File: config.mk
export PLATFORM = sky130hd
export DESIGN_NAME = txc_top
export DESIGN_NICKNAME = d
export VERILOG_FILES = /design/src/logic/txc_pkg.sv /design/src/logic/txc_top.sv
export SDC_FILE = /design/constraint.sdc
export NUM_CORES = 1
export LEC_CHECK = 0
export BUFFER_PORTS_ARGS = -buffer_cell sky130_fd_sc_hd__buf_2
export CAP_MARGIN = 15
export CORE_MARGIN = 4
export CORE_UTILIZATION = 40
export DETAILED_ROUTE_END_ITERATION = 16
export PLACE_DENSITY_LB_ADDON = 0.3
export SYNTH_ARGS = -nofsm -noshare
export SYNTH_HDL_FRONTEND = slang
export SYNTH_SLANG_ARGS = --single-unit
File: constraint.sdc
create_clock -name i_mclk -period 1.3 [get_ports i_mclk]
set_input_delay 0.065 -clock i_mclk [delete_from_list [all_inputs] [get_ports i_mclk]]
set_output_delay 0.065 -clock i_mclk [all_outputs]
set_load 0.01 [all_outputs]
File: src/logic/txc_pkg.sv
// Package with register map, field positions, reset values and carrier types for the TX control block.
package txc_pkg;

  localparam logic [7:0]  TRANSMIT_CONTROL_OFS       = 8'h70;
  localparam logic [7:0]  HARDWARE_CONFIGURATION_OFS = 8'h74;
  localparam logic [7:0]  IRQ_STATUS_OFS             = 8'h78;
  localparam logic [7:0]  IRQ_MASK_OFS               = 8'h7c;
  localparam logic [7:0]  FIFO_SPLIT_OFS             = 8'h80;

  localparam int TXC_STOP_BIT     = 0;
  localparam int TXC_ENABLE_BIT   = 1;
  localparam int TXC_SOA_BIT      = 2;
  localparam int TXC_DFLUSH_BIT   = 14;
  localparam int TXC_SFLUSH_BIT   = 15;
  localparam int HWC_SIZE_LSB     = 16;
  localparam int HWC_MBO_BIT      = 20;
  localparam int HWC_STRAP_BIT    = 24;

  localparam int IRQ_SFULL_BIT    = 0;
  localparam int IRQ_STOPPED_BIT  = 1;
  localparam int IRQ_SFLUSH_BIT   = 2;
  localparam int IRQ_DFLUSH_BIT   = 3;
  localparam int IRQ_W            = 4;

  localparam logic [3:0]  TX_SIZE_RESET   = 4'h5;
  localparam logic [3:0]  TX_SIZE_MAX_KB  = 4'he;
  localparam logic [15:0] TOTAL_BYTES     = 16'h4000;
  localparam logic [15:0] STATUS_BYTES    = 16'h0200;
  localparam logic [31:0] UNMAPPED_READ   = 32'h0000_0000;

  typedef struct packed {
    logic sflush;
    logic dflush;
    logic stop;
    logic overrun_allow;
    logic enable;
  } txc_ctrl_t;

  typedef struct packed {
    logic [15:0] tx_data_bytes;
    logic [15:0] tx_status_bytes;
    logic [15:0] rx_bytes;
  } txc_split_t;

  typedef enum logic [2:0] {
    TXC_IDLE    = 3'b001,
    TXC_RUN     = 3'b010,
    TXC_DRAIN   = 3'b100
  } txc_state_t;

endpackage

File: src/logic/txc_top.sv
// Transmit control and FIFO partition register block on an Avalon-MM slave.
`timescale 1ns/10ps
// Overview of operation
// - Writing one to the status flush bit clears the TX status FIFO pointers.
// - Writing one to the data flush bit clears the TX data FIFO pointers.
// - With overrun allow clear, a full status FIFO suspends transmission.
// - Overrun allow never changes the status FIFO full interrupt.
// - With the enable bit set the transmitter sends pending FIFO data.
// - The enable bit clears itself once stop was requested and transmitter halted.
// - A stop request lets the current frame finish before transmission ceases.
// - The stop bit self-clears on halt; writes are ignored while it reads one.
// - A read-only bit reports the sampled crossover strap level.
// - The TX FIFO size field, bits 16 to 19, counts kilobytes, resets to 5.
// - The status FIFO takes 512 bytes; the rest forms the data FIFO.
// - The data FIFO holds both command words and payload data.
// - The receive FIFOs get 16KB minus the transmit allocation.
module txc_top (
  input  wire logic        i_mclk,           // 10 MHz clock
  input  wire logic        i_rst,            // Synchronous reset, active high
  input  wire logic [7:0]  i_address,        // Avalon byte address
  input  wire logic        i_read,           // Avalon read request
  input  wire logic        i_write,          // Avalon write request
  input  wire logic [31:0] i_writedata,      // Avalon write data
  input  wire logic [3:0]  i_byteenable,     // Avalon byte enables
  input  wire logic        i_strap_pin,      // Crossover strap pin, asynchronous
  input  wire logic        i_status_full,    // TX status FIFO full
  input  wire logic        i_frame_active,   // Transmitter is inside a frame
  output logic [31:0]      o_readdata,       // Avalon read data
  output logic             o_waitrequest,    // Avalon wait request
  output logic             o_tx_run,         // Transmitter may send FIFO data
  output logic             o_status_ptr_clr, // One-cycle TX status pointer reset
  output logic             o_data_ptr_clr,   // One-cycle TX data pointer reset
  output logic             o_must_be_one,    // Must-be-one bit for device logic
  output txc_pkg::txc_split_t o_split,       // Byte sizes of the FIFO partitions
  output logic             o_irq             // Level interrupt
);

  logic                  ack_reg;
  logic                  strap_s1_reg;
  logic                  strap_s2_reg;
  logic                  strap_reg;
  logic                  strap_taken_reg;
  logic [1:0]            strap_fill_reg;
  txc_pkg::txc_ctrl_t    ctrl_reg;
  txc_pkg::txc_state_t   state_reg;
  logic [3:0]            size_reg;
  logic                  mbo_reg;
  logic [txc_pkg::IRQ_W-1:0] irq_status_reg;
  logic [txc_pkg::IRQ_W-1:0] irq_mask_reg;
  logic [txc_pkg::IRQ_W-1:0] irq_event;
  logic                  sfull_d_reg;
  logic                  halted;
  logic                  wr_take;
  logic                  rd_take;
  logic [15:0]           tx_bytes;

  // A request is taken at the edge where waitrequest is seen low.
  assign wr_take = i_write & ack_reg;
  assign rd_take = i_read & ack_reg;

  // One wait state per access: waitrequest drops for one cycle then rises.
  // Waitrequest has its own flop and always holds the inverse of the acknowledge.
  always_ff @(posedge i_mclk) begin
    if (i_rst) begin
      ack_reg       <= 1'b0;
      o_waitrequest <= 1'b1;
    end else begin
      ack_reg       <= (i_read | i_write) & ~ack_reg;
      o_waitrequest <= ~((i_read | i_write) & ~ack_reg);
    end
  end

  // Strap synchroniser; the level is caught once both stages hold the pin.
  // The fill marker keeps the reset value of the second stage from being latched.
  always_ff @(posedge i_mclk) begin
    if (i_rst) begin
      strap_s1_reg   <= 1'b0;
      strap_s2_reg   <= 1'b0;
      strap_fill_reg <= 2'b00;
    end else begin
      strap_s1_reg   <= i_strap_pin;
      strap_s2_reg   <= strap_s1_reg;
      strap_fill_reg <= {strap_fill_reg[0], 1'b1};
    end
  end

  always_ff @(posedge i_mclk) begin
    if (i_rst) begin
      strap_reg       <= 1'b0;
      strap_taken_reg <= 1'b0;
    end else if (strap_fill_reg[1] && !strap_taken_reg) begin
      strap_reg       <= strap_s2_reg;
      strap_taken_reg <= 1'b1;
    end
  end

  // Halted means the stop request is pending, no frame is in flight and the state is not run.
  // A stop written while idle completes as well, so the stop bit cannot stick.
  assign halted = ctrl_reg.stop & ~i_frame_active & (state_reg != txc_pkg::TXC_RUN);

  // Transmitter state: run, then drain the current frame after a stop.
  always_ff @(posedge i_mclk) begin
    if (i_rst) begin
      state_reg <= txc_pkg::TXC_IDLE;
    end else begin
      unique case (state_reg)
        txc_pkg::TXC_IDLE: begin
          if (ctrl_reg.enable && !ctrl_reg.stop) begin
            state_reg <= txc_pkg::TXC_RUN;
          end
        end
        txc_pkg::TXC_RUN: begin
          if (ctrl_reg.stop) begin
            state_reg <= txc_pkg::TXC_DRAIN;
          end else if (!ctrl_reg.enable) begin
            state_reg <= txc_pkg::TXC_IDLE;
          end
        end
        txc_pkg::TXC_DRAIN: begin
          if (halted) begin
            state_reg <= txc_pkg::TXC_IDLE;
          end
        end
      endcase
    end
  end

  // Transmit control register writes and self-clearing bits.
  always_ff @(posedge i_mclk) begin
    if (i_rst) begin
      ctrl_reg <= '0;
    end else begin
      ctrl_reg.sflush <= 1'b0;
      ctrl_reg.dflush <= 1'b0;
      if (wr_take && i_address == txc_pkg::TRANSMIT_CONTROL_OFS) begin
        if (i_byteenable[1]) begin
          ctrl_reg.sflush <= i_writedata[txc_pkg::TXC_SFLUSH_BIT];
          ctrl_reg.dflush <= i_writedata[txc_pkg::TXC_DFLUSH_BIT];
        end
        if (i_byteenable[0]) begin
          ctrl_reg.overrun_allow <= i_writedata[txc_pkg::TXC_SOA_BIT];
          ctrl_reg.enable        <= i_writedata[txc_pkg::TXC_ENABLE_BIT];
          if (!ctrl_reg.stop && i_writedata[txc_pkg::TXC_STOP_BIT]) begin
            ctrl_reg.stop <= 1'b1;
          end
        end
      end
      if (halted) begin
        ctrl_reg.stop   <= 1'b0;
        ctrl_reg.enable <= 1'b0;
      end
    end
  end

  // Hardware configuration register; host writes are taken in any transmitter state.
  always_ff @(posedge i_mclk) begin
    if (i_rst) begin
      size_reg <= txc_pkg::TX_SIZE_RESET;
      mbo_reg  <= 1'b0;
    end else if (wr_take && i_address == txc_pkg::HARDWARE_CONFIGURATION_OFS
                 && i_byteenable[2]) begin
      size_reg <= i_writedata[txc_pkg::HWC_SIZE_LSB +: 4];
      mbo_reg  <= i_writedata[txc_pkg::HWC_MBO_BIT];
    end
  end

  assign tx_bytes = {2'b00, size_reg, 10'h000};

  // Partition outputs registered from the size field.
  always_ff @(posedge i_mclk) begin
    if (i_rst) begin
      o_split <= '0;
    end else begin
      o_split.tx_status_bytes <= txc_pkg::STATUS_BYTES;
      o_split.tx_data_bytes   <= tx_bytes - txc_pkg::STATUS_BYTES;
      o_split.rx_bytes        <= txc_pkg::TOTAL_BYTES - tx_bytes;
    end
  end

  // Outputs toward the transmit engine and FIFOs.
  always_ff @(posedge i_mclk) begin
    if (i_rst) begin
      o_tx_run         <= 1'b0;
      o_status_ptr_clr <= 1'b0;
      o_data_ptr_clr   <= 1'b0;
      o_must_be_one    <= 1'b0;
    end else begin
      o_tx_run <= (state_reg != txc_pkg::TXC_IDLE) & ~halted
                  & (ctrl_reg.overrun_allow | ~i_status_full);
      o_status_ptr_clr <= ctrl_reg.sflush;
      o_data_ptr_clr   <= ctrl_reg.dflush;
      o_must_be_one    <= mbo_reg;
    end
  end

  // Interrupt events; the full event ignores the overrun allow setting.
  always_comb begin
    irq_event = '0;
    irq_event[txc_pkg::IRQ_SFULL_BIT]   = i_status_full & ~sfull_d_reg;
    irq_event[txc_pkg::IRQ_STOPPED_BIT] = halted;
    irq_event[txc_pkg::IRQ_SFLUSH_BIT]  = ctrl_reg.sflush;
    irq_event[txc_pkg::IRQ_DFLUSH_BIT]  = ctrl_reg.dflush;
  end

  // Sticky status, write one to clear; a new event wins over the clear.
  always_ff @(posedge i_mclk) begin
    if (i_rst) begin
      sfull_d_reg    <= 1'b0;
      irq_status_reg <= '0;
      irq_mask_reg   <= '0;
    end else begin
      sfull_d_reg <= i_status_full;
      if (wr_take && i_address == txc_pkg::IRQ_STATUS_OFS) begin
        irq_status_reg <= (irq_status_reg & ~i_writedata[txc_pkg::IRQ_W-1:0]) | irq_event;
      end else begin
        irq_status_reg <= irq_status_reg | irq_event;
      end
      if (wr_take && i_address == txc_pkg::IRQ_MASK_OFS && i_byteenable[0]) begin
        irq_mask_reg <= i_writedata[txc_pkg::IRQ_W-1:0];
      end
    end
  end

  always_ff @(posedge i_mclk) begin
    if (i_rst) begin
      o_irq <= 1'b0;
    end else begin
      o_irq <= |(irq_status_reg & irq_mask_reg);
    end
  end

  // Read data; unmapped addresses read zero.
  always_ff @(posedge i_mclk) begin
    if (i_rst) begin
      o_readdata <= '0;
    end else if (rd_take || !i_read) begin
      o_readdata <= txc_pkg::UNMAPPED_READ;
    end else begin
      unique case (i_address)
        txc_pkg::TRANSMIT_CONTROL_OFS: begin
          o_readdata <= {16'h0000, ctrl_reg.sflush, ctrl_reg.dflush, 11'h000,
                         ctrl_reg.overrun_allow, ctrl_reg.enable, ctrl_reg.stop};
        end
        txc_pkg::HARDWARE_CONFIGURATION_OFS: begin
          o_readdata <= {7'h00, strap_reg, 3'h0, mbo_reg, size_reg, 16'h0000};
        end
        txc_pkg::IRQ_STATUS_OFS: begin
          o_readdata <= {28'h0000000, irq_status_reg};
        end
        txc_pkg::IRQ_MASK_OFS: begin
          o_readdata <= {28'h0000000, irq_mask_reg};
        end
        default: begin
          o_readdata <= txc_pkg::UNMAPPED_READ;
        end
      endcase
    end
  end

  stop_clears_a: assert property (@(posedge i_mclk) disable iff (i_rst)
    halted |=> !ctrl_reg.stop && !ctrl_reg.enable)
    else $error("stop or enable not cleared after halt");
  frame_finish_a: assert property (@(posedge i_mclk) disable iff (i_rst)
    (ctrl_reg.stop && i_frame_active) |=> ctrl_reg.stop)
    else $error("stop cleared during active frame");
  stop_hold_a: assert property (@(posedge i_mclk) disable iff (i_rst)
    (ctrl_reg.stop && !halted) |=> ctrl_reg.stop)
    else $error("stop bit changed before the transmitter halted");
  suspend_full_a: assert property (@(posedge i_mclk) disable iff (i_rst)
    (i_status_full && !ctrl_reg.overrun_allow) |=> !o_tx_run)
    else $error("transmit ran with full status fifo");
  run_enable_a: assert property (@(posedge i_mclk) disable iff (i_rst)
    (state_reg == txc_pkg::TXC_RUN && ctrl_reg.enable && !i_status_full) |=> o_tx_run)
    else $error("transmitter not running while enabled");
  sflush_pulse_a: assert property (@(posedge i_mclk) disable iff (i_rst)
    (wr_take && i_address == txc_pkg::TRANSMIT_CONTROL_OFS && i_byteenable[1]
     && i_writedata[txc_pkg::TXC_SFLUSH_BIT]) |=> ##1 o_status_ptr_clr ##1 !o_status_ptr_clr)
    else $error("status flush pulse wrong");
  dflush_pulse_a: assert property (@(posedge i_mclk) disable iff (i_rst)
    (wr_take && i_address == txc_pkg::TRANSMIT_CONTROL_OFS && i_byteenable[1]
     && i_writedata[txc_pkg::TXC_DFLUSH_BIT]) |=> ##1 o_data_ptr_clr ##1 !o_data_ptr_clr)
    else $error("data flush pulse wrong");
  full_irq_a: assert property (@(posedge i_mclk) disable iff (i_rst)
    (i_status_full && !sfull_d_reg) |=> irq_status_reg[txc_pkg::IRQ_SFULL_BIT])
    else $error("full event not latched");
  rx_split_a: assert property (@(posedge i_mclk) disable iff (i_rst)
    !$past(i_rst) |-> (o_split.rx_bytes + o_split.tx_data_bytes + o_split.tx_status_bytes
                       == txc_pkg::TOTAL_BYTES))
    else $error("fifo split does not add to total");

  stop_drain_c: cover property (@(posedge i_mclk) disable iff (i_rst)
    state_reg == txc_pkg::TXC_DRAIN ##[1:20] halted);
  suspend_c: cover property (@(posedge i_mclk) disable iff (i_rst)
    o_tx_run ##1 !o_tx_run && i_status_full);
  irq_c: cover property (@(posedge i_mclk) disable iff (i_rst) o_irq);
  flush_c: cover property (@(posedge i_mclk) disable iff (i_rst)
    o_status_ptr_clr ##[1:20] o_data_ptr_clr);
  full_allow_c: cover property (@(posedge i_mclk) disable iff (i_rst)
    i_status_full && ctrl_reg.overrun_allow && o_tx_run);

endmodule
# Word level (Yosys, flattened, before mapping)

Cells that the tools add are included.

Reductions and logical operators: 20
Bitwise operators: 23
Equality and inequality tests: 12
Muxes and demuxes: 9
Add/sub/neg operators: 2

Operators by type and width:

| cell                                                   | number |
|---|---|
| one-hot mux 25 bit (4 select lines)                    | 1 |
| equality test 8 x 7 -> 1 bit (second input constant)   | 4 |
| two-way mux 26 bit                                     | 1 |
| subtractor 15 x 14 -> 16 bit (first input constant)    | 1 |
| subtractor 14 x 10 -> 15 bit (second input constant)   | 1 |
| two-way mux 3 bit                                      | 4 |
| logical AND 1 bit                                      | 9 |
| one-hot mux 3 bit (3 select lines)                     | 1 |
| bitwise AND 1 bit                                      | 8 |
| bitwise AND 4 bit                                      | 2 |
| NOT 1 bit                                              | 8 |
| bitwise OR 4 bit                                       | 2 |
| AND reduction 3 bit                                    | 2 |
| two-way mux 4 bit                                      | 1 |
| inequality test 2 bit (second input constant)          | 2 |
| NOT 4 bit                                              | 1 |
| OR reduction 2 bit                                     | 2 |
| OR reduction 4 bit                                     | 1 |
| equality test 3 x 1 -> 1 bit (second input constant)   | 1 |
| equality test 3 x 2 -> 1 bit (second input constant)   | 1 |
| equality test 3 bit (second input constant)            | 1 |
| logical NOT 1 bit                                      | 3 |
| inequality test 3 x 1 -> 1 bit (second input constant) | 1 |
| inequality test 3 x 2 -> 1 bit (second input constant) | 1 |
| 6 further kinds                                        | 7 |

Word-level logic and storage cells: 94
Register bits after elaboration: 114
Output and inout port bits: 86

# Logic depth before layout (Yosys ltp)

Gate-level depths: netlist of the first run.

Depth in word-level cells: 6
Mapped depth: 5

# Least setup slack after synthesis of the first run

Ideal clock, no wire load.

Path type: flip-flop to flip-flop
Start point: reg ack_reg
End point: reg o_readdata[3]
Arrival: 1.273 ns
Setup time: 0.073 ns
Period minus slack after synthesis: 1.345 ns
Stages on the path, launching flop included: 5
Path buffers: 1
Required time: 1.227 ns
Setup slack: -0.045 ns
Cell sequence: dfxtp_1 > or3b_1 > or3_1 > buf_2 > nor3b_2

Cells in the longest elaborated chain, start to end: 3

Ends and longest elaborated chain:

| what                                | RTL line       | source |
|---|---|---|
| from (decl)                         | txc_top.sv:38  | `logic ack_reg;` |
| from (signal assigned)              | txc_top.sv:68  | `ack_reg <= (i_read \| i_write) & ~ack_reg;` |
| bitwise AND 1 bit                   | txc_top.sv:59  | `assign rd_take = i_read & ack_reg;` |
| logical OR 1 bit                    | txc_top.sv:236 | `end else if (rd_take \|\| !i_read) begin` |
| OR reduction 2 bit (no source line) | -              |  |
| to (signal assigned)                | txc_top.sv:237 | `o_readdata <= txc_pkg::UNMAPPED_READ;` |
| to (signal assigned)                | txc_top.sv:241 | `o_readdata <= {16'h0000, ctrl_reg.sflush, ctrl_reg.dflush, 11'h000,` |
| to (signal assigned)                | txc_top.sv:245 | `o_readdata <= {7'h00, strap_reg, 3'h0, mbo_reg, size_reg, 16'h0000};` |
| to (decl)                           | txc_top.sv:28  | `output logic [31:0] o_readdata,` |

Every way passes these cells.
A chain may end at the register's enable or synchronous reset.

# Worst setup path after layout of the first run

Ends and elaborated chain as after synthesis.

==> results of run 1 <==
Yosys cell counts (all sizes together), types with 2 or more instances:
cell,instances,area (um^2)
buf,61,452
dfxtp,58,1160
nor2,20,75.1
mux2i,15,150
nand2,15,56.3
nor2b,12,75.1
nor3,10,50.1
and2,8,50.1
inv,8,30.0
a21oi,5,25.0
clkbuf,5,20.0
nand2b,5,31.3
nor4,5,67.6
nor3b,4,35.0
a2bb2oi,3,26.3
a311oi,3,26.3
xnor2,3,26.3
a22oi,2,15.0
and3,2,12.5
ha,2,25.0
o211ai,2,15.0
or3b,2,17.5
where the power goes:
group	internal [mW]	switching (mW)
clock	0.978	0.697
combinational	0.181	0.244
sequential	1.83	0.0184
total	2.98	0.959
layout make-up:
class,instances,area [um^2],area share
Sequential cell,58,1160,0.358
Multi-Input combinational cell,190,1160,0.357
Timing Repair Buffer,94,593,0.183
Clock buffer,11,151,0.0466
Tap cell,77,96.3,0.0296
Clock inverter,5,52.6,0.0162
Inverter,9,33.8,0.0104
through the flow:
step | power (mW) | hold slack (ps)
after floorplan | 2.24 | 148
final | 3.94 | 12.8
after global placement | 2.25 | 285
after detailed placement | 2.26 | 281
after global routing | 4.12 | 4.67
after CTS | 3.97 | 4.22
tightest hold or removal path: cells and delay by family:
kind          cells  cell delay [ps]
mux               1              120
simple gates      1               40
buf+inv           1               80
cells by family after synthesis:
logic type,synth area share
buffers and inverters,0.195
DFF,0.449
and+or+nand+nor,0.202
adders and majority gates,0.00966
muxes,0.0638
xor gates and xnor gates,0.0135
other,0.00145
AOI/OAI and AO/OA,0.0662
worst paths after layout:
kind,endpoint,from,slack (ps),depth (start not counted)
min reg2reg,strap_s2_reg$_SDFF_PP0_,strap_s1_reg$_SDFF_PP0_,440,1
max,o_readdata[3]$_SDFF_PP0_,ack_reg$_SDFF_PP0_,-30,3
max reg2reg,o_readdata[3]$_SDFF_PP0_,ack_reg$_SDFF_PP0_,-30,3
min,size_reg[0]$_SDFFE_PP1P_,i_writedata[16],10,3
per-layer routing:
layer,vias up,track usage,wire [um]
met3,12,0.0512,521
li1,968,-,-
met1,849,0.160,2270
met4,4,0.0755,99
met2,78,0.219,2410
met5,-,0,26
what timing repair did:
action                                  CTS  global route
buffers inserted                          1             3
resized for setup                         4             6
hold buffers                             11             0
hold endpoints to repair                 12             0
pin swaps                                 1             3
endpoints found under the setup margin   12            24
==> key figures, run 1 <==
Outcome
  • Status: finished, violations left
  • Failing checks: setup timing

Synthesis
  • Post-Syn Area: 2590 um^2
  • Ys async rst share: 0
  • Synth Warn #: 0
  • Distinct cells, synth: between 40 and 50
  • Cell count after synthesis: 269
  • Sequential fraction of the synthesis area: 0.449
  • FF+latch count, synth: 58
  • Top FF cell, synth: dfxtp_1
  • EDFF count, synth: 0
  • Average size of a mapped cell: between 9 and 10 um^2

Timing
  • Fmax: between 0.7 and 0.8 GHz
  • Min cycle time layout: 1330 ps
  • Post-route setup slack: -25.9 ps
  • Fin Setup TNS: -58.9 ps
  • Final setup fails: 4
  • Pins Over Slew Limit: 0
  • Unrepaired setup endpoints after global routing: true
  • Tcrit/Tclk final: 1.02
  • Final Hold Fails: 0
  • Worst Skew: approximately 8.7 ps

Setup path
  • Crit path max fanout: 8
  • Crit path largest cell delay: 390 ps
  • Critical path data required time: 1560 ps
  • Buffers & Inverters on Critical Path: 0
  • Worst setup EP type: register
  • Critical Path AT: approximately 1600 ps
  • Crit path cell chain: or3b_4 > or3_4 > nor3b_2
  • Worst Setup Path Type: register to register
  • Family with the most delay on the worst path: simple AND/OR/NAND/NOR gates
  • CP max stage cell: or3b_4
  • Critical Path Start Type: register

Floorplanning
  • Die height: 88.4 um
  • Standard-cell row count: 29
  • Die extent in x: slightly below 90 um
  • Core area: between 6000 and 7000 um^2
  • DIE AREA: 7820 um^2
  • I/O pins: ~140
  • Initial Util: 0.410

Drt
  • DRC Markers: 0
  • Initial DRC count: 44
  • Drt total wl: roughly 5300 um
  • DRT Pass-1 Iters: 4
  • DR vias/cell: 4.30
  • Final ANT Viol Nets: 0
  • Vias: 1911
  • WL/cell: between 10 and 15 um

Placed design
  • Gpl congestion: 0.771
  • Port buffer count: 59
  • Dpl hpwl: 3880 um
  • Placed Instances: 413
  • DP Area: 2860 um^2
  • Dpl ws: -116 ps

Finish
  • Area delta synth->final: 25.5%
  • Most frequent cells in the layout: buf_2, dfxtp_1, conb_1
  • Fin area: 3250 um^2
  • Antenna Cells: 0
  • Non-Filler Instances: 444
  • Final core occ: 0.515
  • Filler cells: 616
  • Ratio of cells with drive above 1 in the final layout: 0.311
  • Commonest non-fill, non-tap cell in the layout: buf_2
  • Fin nets: 415

CTS
  • H-tree depth: 3
  • Clk_lat worst skew: 330 ps
  • Bufs on Longest Clock Path: 2
  • CTS root buf: clkbuf_8
  • CTS tree: built
  • CTS Sinks: 58
  • CTS Buf Count: 9
  • Clock transition at the registers of the reported paths: 60 ps

Global routing
  • Initial antenna violation count: 2
  • Global route overflow: 0
  • Vias in the first global route: roughly 1700
  • Largest net degree at the start of global routing: 33
  • Total GRT Usage: 0.138
  • First-pass GRT wire length: 8080 um

Pwr
  • PwrDens: 1210 nW/um^2
  • Leak Pwr: 1.52 nW
  • Maximum ir drop on the vdd rail: 0.762 mV

Worst hold path
  • HP Class: primary input to register

Job
  • Total of max-cap violations: 0
Power figures use the tool's default switching activity.
==> run 2: changes to the inputs <==
--- a/config.mk
+++ b/config.mk
@@ -11,6 +11,7 @@
 export CORE_UTILIZATION = 40
 export DETAILED_ROUTE_END_ITERATION = 16
 export PLACE_DENSITY_LB_ADDON = 0.3
+export SETUP_SLACK_MARGIN = 0.3
 export SYNTH_ARGS = -nofsm -noshare
 export SYNTH_HDL_FRONTEND = slang
 export SYNTH_SLANG_ARGS = --single-unit
==> run 2 against run 1 <==
Against the previous run: the flow still finishes with violations (setup timing); die area stayed put; flip-flop and latch count stayed put; worst setup slack worse by 27 ps; sequential power is 2% higher; sequential share of layout area is 1.6 points lower; global-route usage is 1.2 points higher; critical path depth stayed put; maximum frequency is 2.0% lower; non-clock buffer count is 2 lower; register-to-register slack worse by 30 ps; critical path type unchanged; largest power group is now the clock network; highest routed layer is now met4.
==> key figures, run 2 (synthesized netlist as in run 1, its figures left out) <==
Outcome
  • Status: finished, violations left
  • Failing checks: setup timing

Drt
  • DR vias/cell: 4.50 (+4.6%)
  • Drt total wl: 5620 um (+5.5%)
  • Final ANT Viol Nets: 0 (unchanged)
  • DRC Markers: 0 (unchanged)
  • WL/cell: 12.7 um (+5.9%)
  • Vias: 1990 (+4.1%)
  • Initial DRC count: 49 (+11%)
  • DRT Pass-1 Iters: 4 (unchanged)

Placed design
  • Placed Instances: 408 (-1.2%)
  • Dpl ws: -117 ps (-1.00 ps)
  • Gpl congestion: 0.789 (+2.4%)
  • DP Area: 2870 um^2 (+0.13%)
  • Port buffer count: 59 (unchanged)
  • Dpl hpwl: 4010 um (+3.5%)

Floorplanning
  • DIE AREA: 7820 um^2 (unchanged)
  • Standard-cell row count: 29 (unchanged)
  • Initial Util: 0.410 (unchanged)
  • Die height: 88.4 um (unchanged)
  • Core area: 6310 um^2 (unchanged)
  • Die extent in x: 88.4 um (unchanged)
  • I/O pins: 137 (unchanged)

Pwr
  • PwrDens: 1290 nW/um^2 (+6.5%)
  • Leak Pwr: 1.58 nW (+4.5%)
  • Maximum ir drop on the vdd rail: 0.977 mV (+28%)

Timing
  • Pins Over Slew Limit: 0 (unchanged)
  • Final setup fails: 8 (+4)
  • Worst Skew: 3.73 ps (-4.95 ps)
  • Post-route setup slack: -52.6 ps (-26.7 ps)
  • Tcrit/Tclk final: 1.04 (+0.0205)
  • Final Hold Fails: 0 (unchanged)
  • Fmax: 0.739 GHz (-2.0%)
  • Unrepaired setup endpoints after global routing: true
  • Min cycle time layout: 1350 ps (+26.7 ps)

Setup path
  • Worst Setup Path Type: register to register
  • Critical path data required time: 1570 ps (about the same)
  • Critical Path Start Type: register
  • Critical Path AT: 1620 ps (+30 ps)
  • Reg-to-reg startpoint: ack_reg$_SDFF_PP0_
  • Reg-to-reg slack, setup: -50 ps (-30 ps)
  • Worst setup EP type: register
  • Crit path max fanout: 8 (unchanged)
  • Setup crit start: ack_reg$_SDFF_PP0_

Worst hold path
  • Worst hold start: i_writedata[16]
  • HP Class: primary input to register

CTS
  • Clock transition at the registers of the reported paths: 60 ps (about the same)
  • H-tree depth: 3 (unchanged)
  • Bufs on Longest Clock Path: 2 (unchanged)
  • CTS root buf: clkbuf_8
  • CTS tree: built
  • CTS Sinks: 58 (unchanged)
  • CTS Buf Count: 9 (unchanged)
  • Clk_lat worst skew: 330 ps (about the same)

Global routing
  • Vias in the first global route: 1941 (+14%)
  • Total GRT Usage: 0.150 (+0.0123)
  • Initial antenna violation count: 0 (-2)
  • Largest net degree at the start of global routing: 32 (-3.0%)
  • First-pass GRT wire length: 8850 um (+9.5%)
  • Global route overflow: 0 (unchanged)

Finish
  • Area delta synth->final: 33.3%
  • Antenna Cells: 0 (unchanged)
  • Most frequent cells in the layout: buf_2, conb_1, dfxtp_1
  • Non-Filler Instances: 442 (-0.45%)
  • Fin nets: 413 (-0.48%)
  • Ratio of cells with drive above 1 in the final layout: 0.373 (+0.0620)
  • Commonest non-fill, non-tap cell in the layout: buf_2
  • Fin area: 3450 um^2 (+6.2%)

Job
  • Total of max-cap violations: 0 (unchanged)
-- run 2: cell types whose count changed in the layout (fill, tap and decap cells not counted), sizes merged --
cell / change
clkinvlp: -1
buf: -2
clkinv: -1
bufinv: +2
-- run 2: per-layer routing --
metal / vias up / track usage / part of all wire
met1: 926 / 0.165 / 0.39
met3: 8 / 0.0680 / 0.092
met2: 89 / 0.262 / 0.51
li1: 967 / - / -
met4: 0 / 0.0385 / 0.0057
met5: - / 0 / 0
-- run 2: repair_timing --
item | in CTS | in global routing
hold buffers | 11 | 0
endpoints found under the setup margin | 33 | 39
setup buffers | 4 | 3
gates resized for setup | 21 | 18
hold endpoints to repair | 13 | 0
pin swaps | 10 | 6
-- run 2: worst max-delay path, stage by stage, from the launching register on --
cell and delay [ps]:
dfxtp_2 320, or3b_4 390, or3_4 400, nor3b_2 170
-- run 2: area by class of cell --
type / count / area (um^2)
Clock buffer: 11 / 151
Multi-Input combinational cell: 190 / 1310
Sequential cell: 58 / 1180
Tap cell: 77 / 96.3
Timing Repair Buffer: 92 / 586
Inverter: 9 / 33.8
Clock inverter: 5 / 100
Fill cell: 585 / 2860
-- run 2: stage by stage --
stage | TNS, ps | power [mW] | util | hold slack, ps
after floorplan | -129 | 2.26 | - | 148
after global placement | -579 | 2.24 | 0.454 | 296
after detailed placement | -768 | 2.25 | 0.454 | 296
after CTS | -83.0 | 4.45 | 0.532 | 5.43
after global routing | -1270 | 4.66 | 0.547 | 25.5
final | -291 | 4.46 | 0.547 | 22.8
-- run 2: final timing paths --
kind | cells past startpoint | endpoint
min | 3 | size_reg[0]$_SDFFE_PP1P_
max reg2reg | 3 | o_readdata[3]$_SDFF_PP0_
max | 3 | o_readdata[3]$_SDFF_PP0_
min reg2reg | 1 | strap_s2_reg$_SDFF_PP0_
-- run 2: power by group --
group	internal [mW]	total, mW	switching [mW]	leakage (nW)
clock network	1.37	2.07	0.698	0.129
logic	0.237	0.516	0.278	0.981
registers	1.83	1.88	0.0432	0.473
total	3.44	4.46	1.02	1.58
==> run 3: changes to the inputs <==
--- a/config.mk
+++ b/config.mk
@@ -8,7 +8,7 @@
 export BUFFER_PORTS_ARGS = -buffer_cell sky130_fd_sc_hd__buf_2
 export CAP_MARGIN = 15
 export CORE_MARGIN = 4
-export CORE_UTILIZATION = 40
+export CORE_UTILIZATION = 45
 export DETAILED_ROUTE_END_ITERATION = 16
 export PLACE_DENSITY_LB_ADDON = 0.3
 export SETUP_SLACK_MARGIN = 0.3
==> constraint.sdc (replaced) <==
create_clock -name i_mclk -period 1.25 [get_ports i_mclk]
set_input_delay 0.0625 -clock i_mclk [delete_from_list [all_inputs] [get_ports i_mclk]]
set_output_delay 0.0625 -clock i_mclk [all_outputs]
set_load 0.01 [all_outputs]
==> run 3 against run 2 <==
Against the previous run: the flow still finishes with violations (setup timing); flip-flop and latch count unchanged; first-iteration DRC count unchanged; count of clock-buffer cells in the layout increased by 1; clock skew increased by 7.9 ps; utilization increased by 7.7 points.
==> key figures, run 3 (synthesized netlist as in run 1, its figures left out) <==
Outcome
  • Status: finished, violations left
  • Failing checks: setup timing

Finish
  • Filler cells: 493 (-16%)
  • Most frequent cells in the layout: buf_2, conb_1, dfxtp_1
  • Ratio of cells with drive above 1 in the final layout: 0.377 (+0.00445)
  • Fin nets: 414 (+0.24%)
  • Non-Filler Instances: 438 (-0.90%)
  • Antenna Cells: 0 (unchanged)
  • Area delta synth->final: 33.4% (about the same)
  • Commonest non-fill, non-tap cell in the layout: buf_2

Timing
  • Unrepaired setup endpoints after global routing: true
  • Tcrit/Tclk final: 1.08 (+0.0412)
  • Fin Setup TNS: -382 ps (-91.5 ps)
  • Final Hold Fails: 0 (unchanged)
  • Min cycle time layout: 1350 ps (-0.539 ps)
  • Final setup fails: 10 (+2)
  • Worst Skew: 11.6 ps (+7.88 ps)
  • Hold Slack: 17.8 ps (-4.97 ps)
  • Post-route setup slack: -102 ps (-49.5 ps)
  • Pins Over Slew Limit: 0 (unchanged)
  • Fmax: 0.740 GHz (about the same)

Setup path
  • R2R depth: 3 (unchanged)
  • R2R Path End: o_readdata[3]$_SDFF_PP0_
  • Worst Setup Path Type: register to register
  • Worst setup EP type: register
  • Crit path cell chain: or3b_4 > or3_4 > nor3b_2
  • Critical Path Start Type: register
  • Crit path max fanout: 8 (unchanged)
  • CP max stage cell: or3_4
  • Reg-to-reg startpoint: ack_reg$_SDFF_PP0_
  • Reg-to-reg slack, setup: -100 ps (-50 ps)
  • Critical path data required time: 1500 ps (-70 ps)
  • Critical Path AT: 1600 ps (-20 ps)
  • Crit path largest cell delay: 410 ps (about the same)

Pwr
  • Clock power frac: 0.413 (-0.051)
  • Sw Share: 0.251 (+0.0225)
  • Leak Pwr: 1.56 nW (-1.2%)
  • Internal power: 3.18 mW (-7.7%)
  • NetSw: 1.06 mW (+4.4%)
  • Comb power frac: 0.132 (+0.016)
  • Sequential power share: 0.455 (+0.034)
  • PwrDens: 1230 nW/um^2 (-5.0%)
  • Maximum ir drop on the vdd rail: 0.825 mV (-16%)

Drt
  • Drt total wl: 5790 um (+3.1%)
  • Final ANT Viol Nets: 0 (unchanged)
  • DR vias/cell: 4.45 (-1.3%)
  • DRT Pass-1 Iters: 4 (unchanged)
  • DRC Markers: 0 (unchanged)
  • Vias: 1947 (-2.2%)
  • WL/cell: 13.2 um (+4.0%)
  • Initial DRC count: 49 (unchanged)

Floorplanning
  • DIE AREA: 7030 um^2 (-10%)
  • Initial Util: 0.467 (+0.0572)
  • Core area: 5540 um^2 (-12%)
  • I/O pins: 137 (unchanged)
  • Die height: 83.8 um (-5.2%)
  • Standard-cell row count: 27 (-6.9%)
  • Die extent in x: 83.8 um (-5.2%)

CTS
  • CTS Sinks: 58 (unchanged)
  • CTS root buf: clkbuf_8
  • CTS tree: built
  • Clk_lat worst skew: 330 ps (about the same)
  • Clock transition at the registers of the reported paths: 70 ps (about the same)
  • H-tree depth: 3 (unchanged)
  • Bufs on Longest Clock Path: 2 (unchanged)
  • CTS Buf Count: 9 (unchanged)

Worst hold path
  • WHS Path Cells: 3 (unchanged)
  • Worst hold start: i_writedata[0]
  • Worst Hold Endpoint: irq_mask_reg[0]$_SDFFE_PP0P_
  • HP Class: primary input to register

Global routing
  • Total GRT Usage: 0.164 (+0.0147)
  • Largest net degree at the start of global routing: 32 (unchanged)
  • First-pass GRT wire length: 9180 um (+3.8%)
  • Global route overflow: 0 (unchanged)
  • Initial antenna violation count: 0 (unchanged)
  • Vias in the first global route: 1957 (+0.82%)

Placed design
  • Dpl ws: -185 ps (-68.6 ps)
  • Gpl congestion: 0.811 (+2.7%)
  • Placed Instances: 406 (-0.49%)
  • Dpl hpwl: 4060 um (+1.3%)
  • Port buffer count: 59 (unchanged)

Job
  • Total of max-cap violations: 0 (unchanged)
==> run 3: critical path: cells and delay by family, from the launching register on <==
| family | cells | cell delay [ps] |
|---|---|---|
| AND/OR/NAND/NOR | 3 | 970 |
| flip-flops | 1 | 320 |
==> run 3: metrics by stage <==
step | power, mW | area [um^2] | utilization
6_report | 4.24 | 3450 | 0.623
5_1_grt | 4.44 | 3450 | 0.623
4_1_cts | 4.20 | 3330 | 0.600
3_5_place_dp | 2.35 | 2880 | 0.520
3_3_place_gp | 2.35 | 2880 | 0.520
2_1_floorplan | 2.35 | 2870 | -
==> run 3: metal layers <==
layer	routed length, um	GRT usage	up-vias
met5	0	0	-
met4	123	0.0863	0
met2	2990	0.272	74
met1	2290	0.191	900
li1	-	-	963
met3	388	0.0484	10
==> run 3: what timing repair did <==
action / in CTS / in global routing
endpoints found under the setup margin: 37 / 40
endpoints found under the hold margin: 14 / 0
gates resized for setup: 23 / 30
hold buffers: 12 / 0
setup buffers: 4 / 0
pin swaps: 13 / 8
gates cloned: 0 / 0
==> run 3: layout make-up <==
| type | instances | area (um^2) | share of cell area |
|---|---|---|---|
| Tap cell | 72 | 90.1 | 0.0261 |
| Multi-Input combinational cell | 190 | 1330 | 0.384 |
| Inverter | 9 | 41.3 | 0.0120 |
| Timing Repair Buffer | 93 | 611 | 0.177 |
| Clock buffer | 12 | 155 | 0.0449 |
| Sequential cell | 58 | 1180 | 0.342 |
| Clock inverter | 4 | 50.0 | 0.0145 |
==> run 3: worst max-delay path by stage <==
stage | slack (ps) | from | to
after floorplan | -90 | ack_reg$_SDFF_PP0_ | o_readdata[3]$_SDFF_PP0_
after global placement | -130 | ack_reg$_SDFF_PP0_ | o_readdata[3]$_SDFF_PP0_
after detailed placement | -190 | ack_reg$_SDFF_PP0_ | o_readdata[3]$_SDFF_PP0_
after CTS | -100 | ack_reg$_SDFF_PP0_ | o_readdata[3]$_SDFF_PP0_
after global routing | -120 | ack_reg$_SDFF_PP0_ | o_readdata[3]$_SDFF_PP0_
final | -100 | ack_reg$_SDFF_PP0_ | o_readdata[3]$_SDFF_PP0_
==> run 3: power by group through the flow <==
stage          clock network [mW]  registers [mW]  logic [mW]
2_1_floorplan                   0            1.98       0.368
6_report                     1.75            1.93       0.560
3_3_place_gp                    0            1.97       0.374
3_5_place_dp                    0            1.97       0.377
4_1_cts                      1.80            1.93       0.475
5_1_grt                      1.89            1.93       0.611
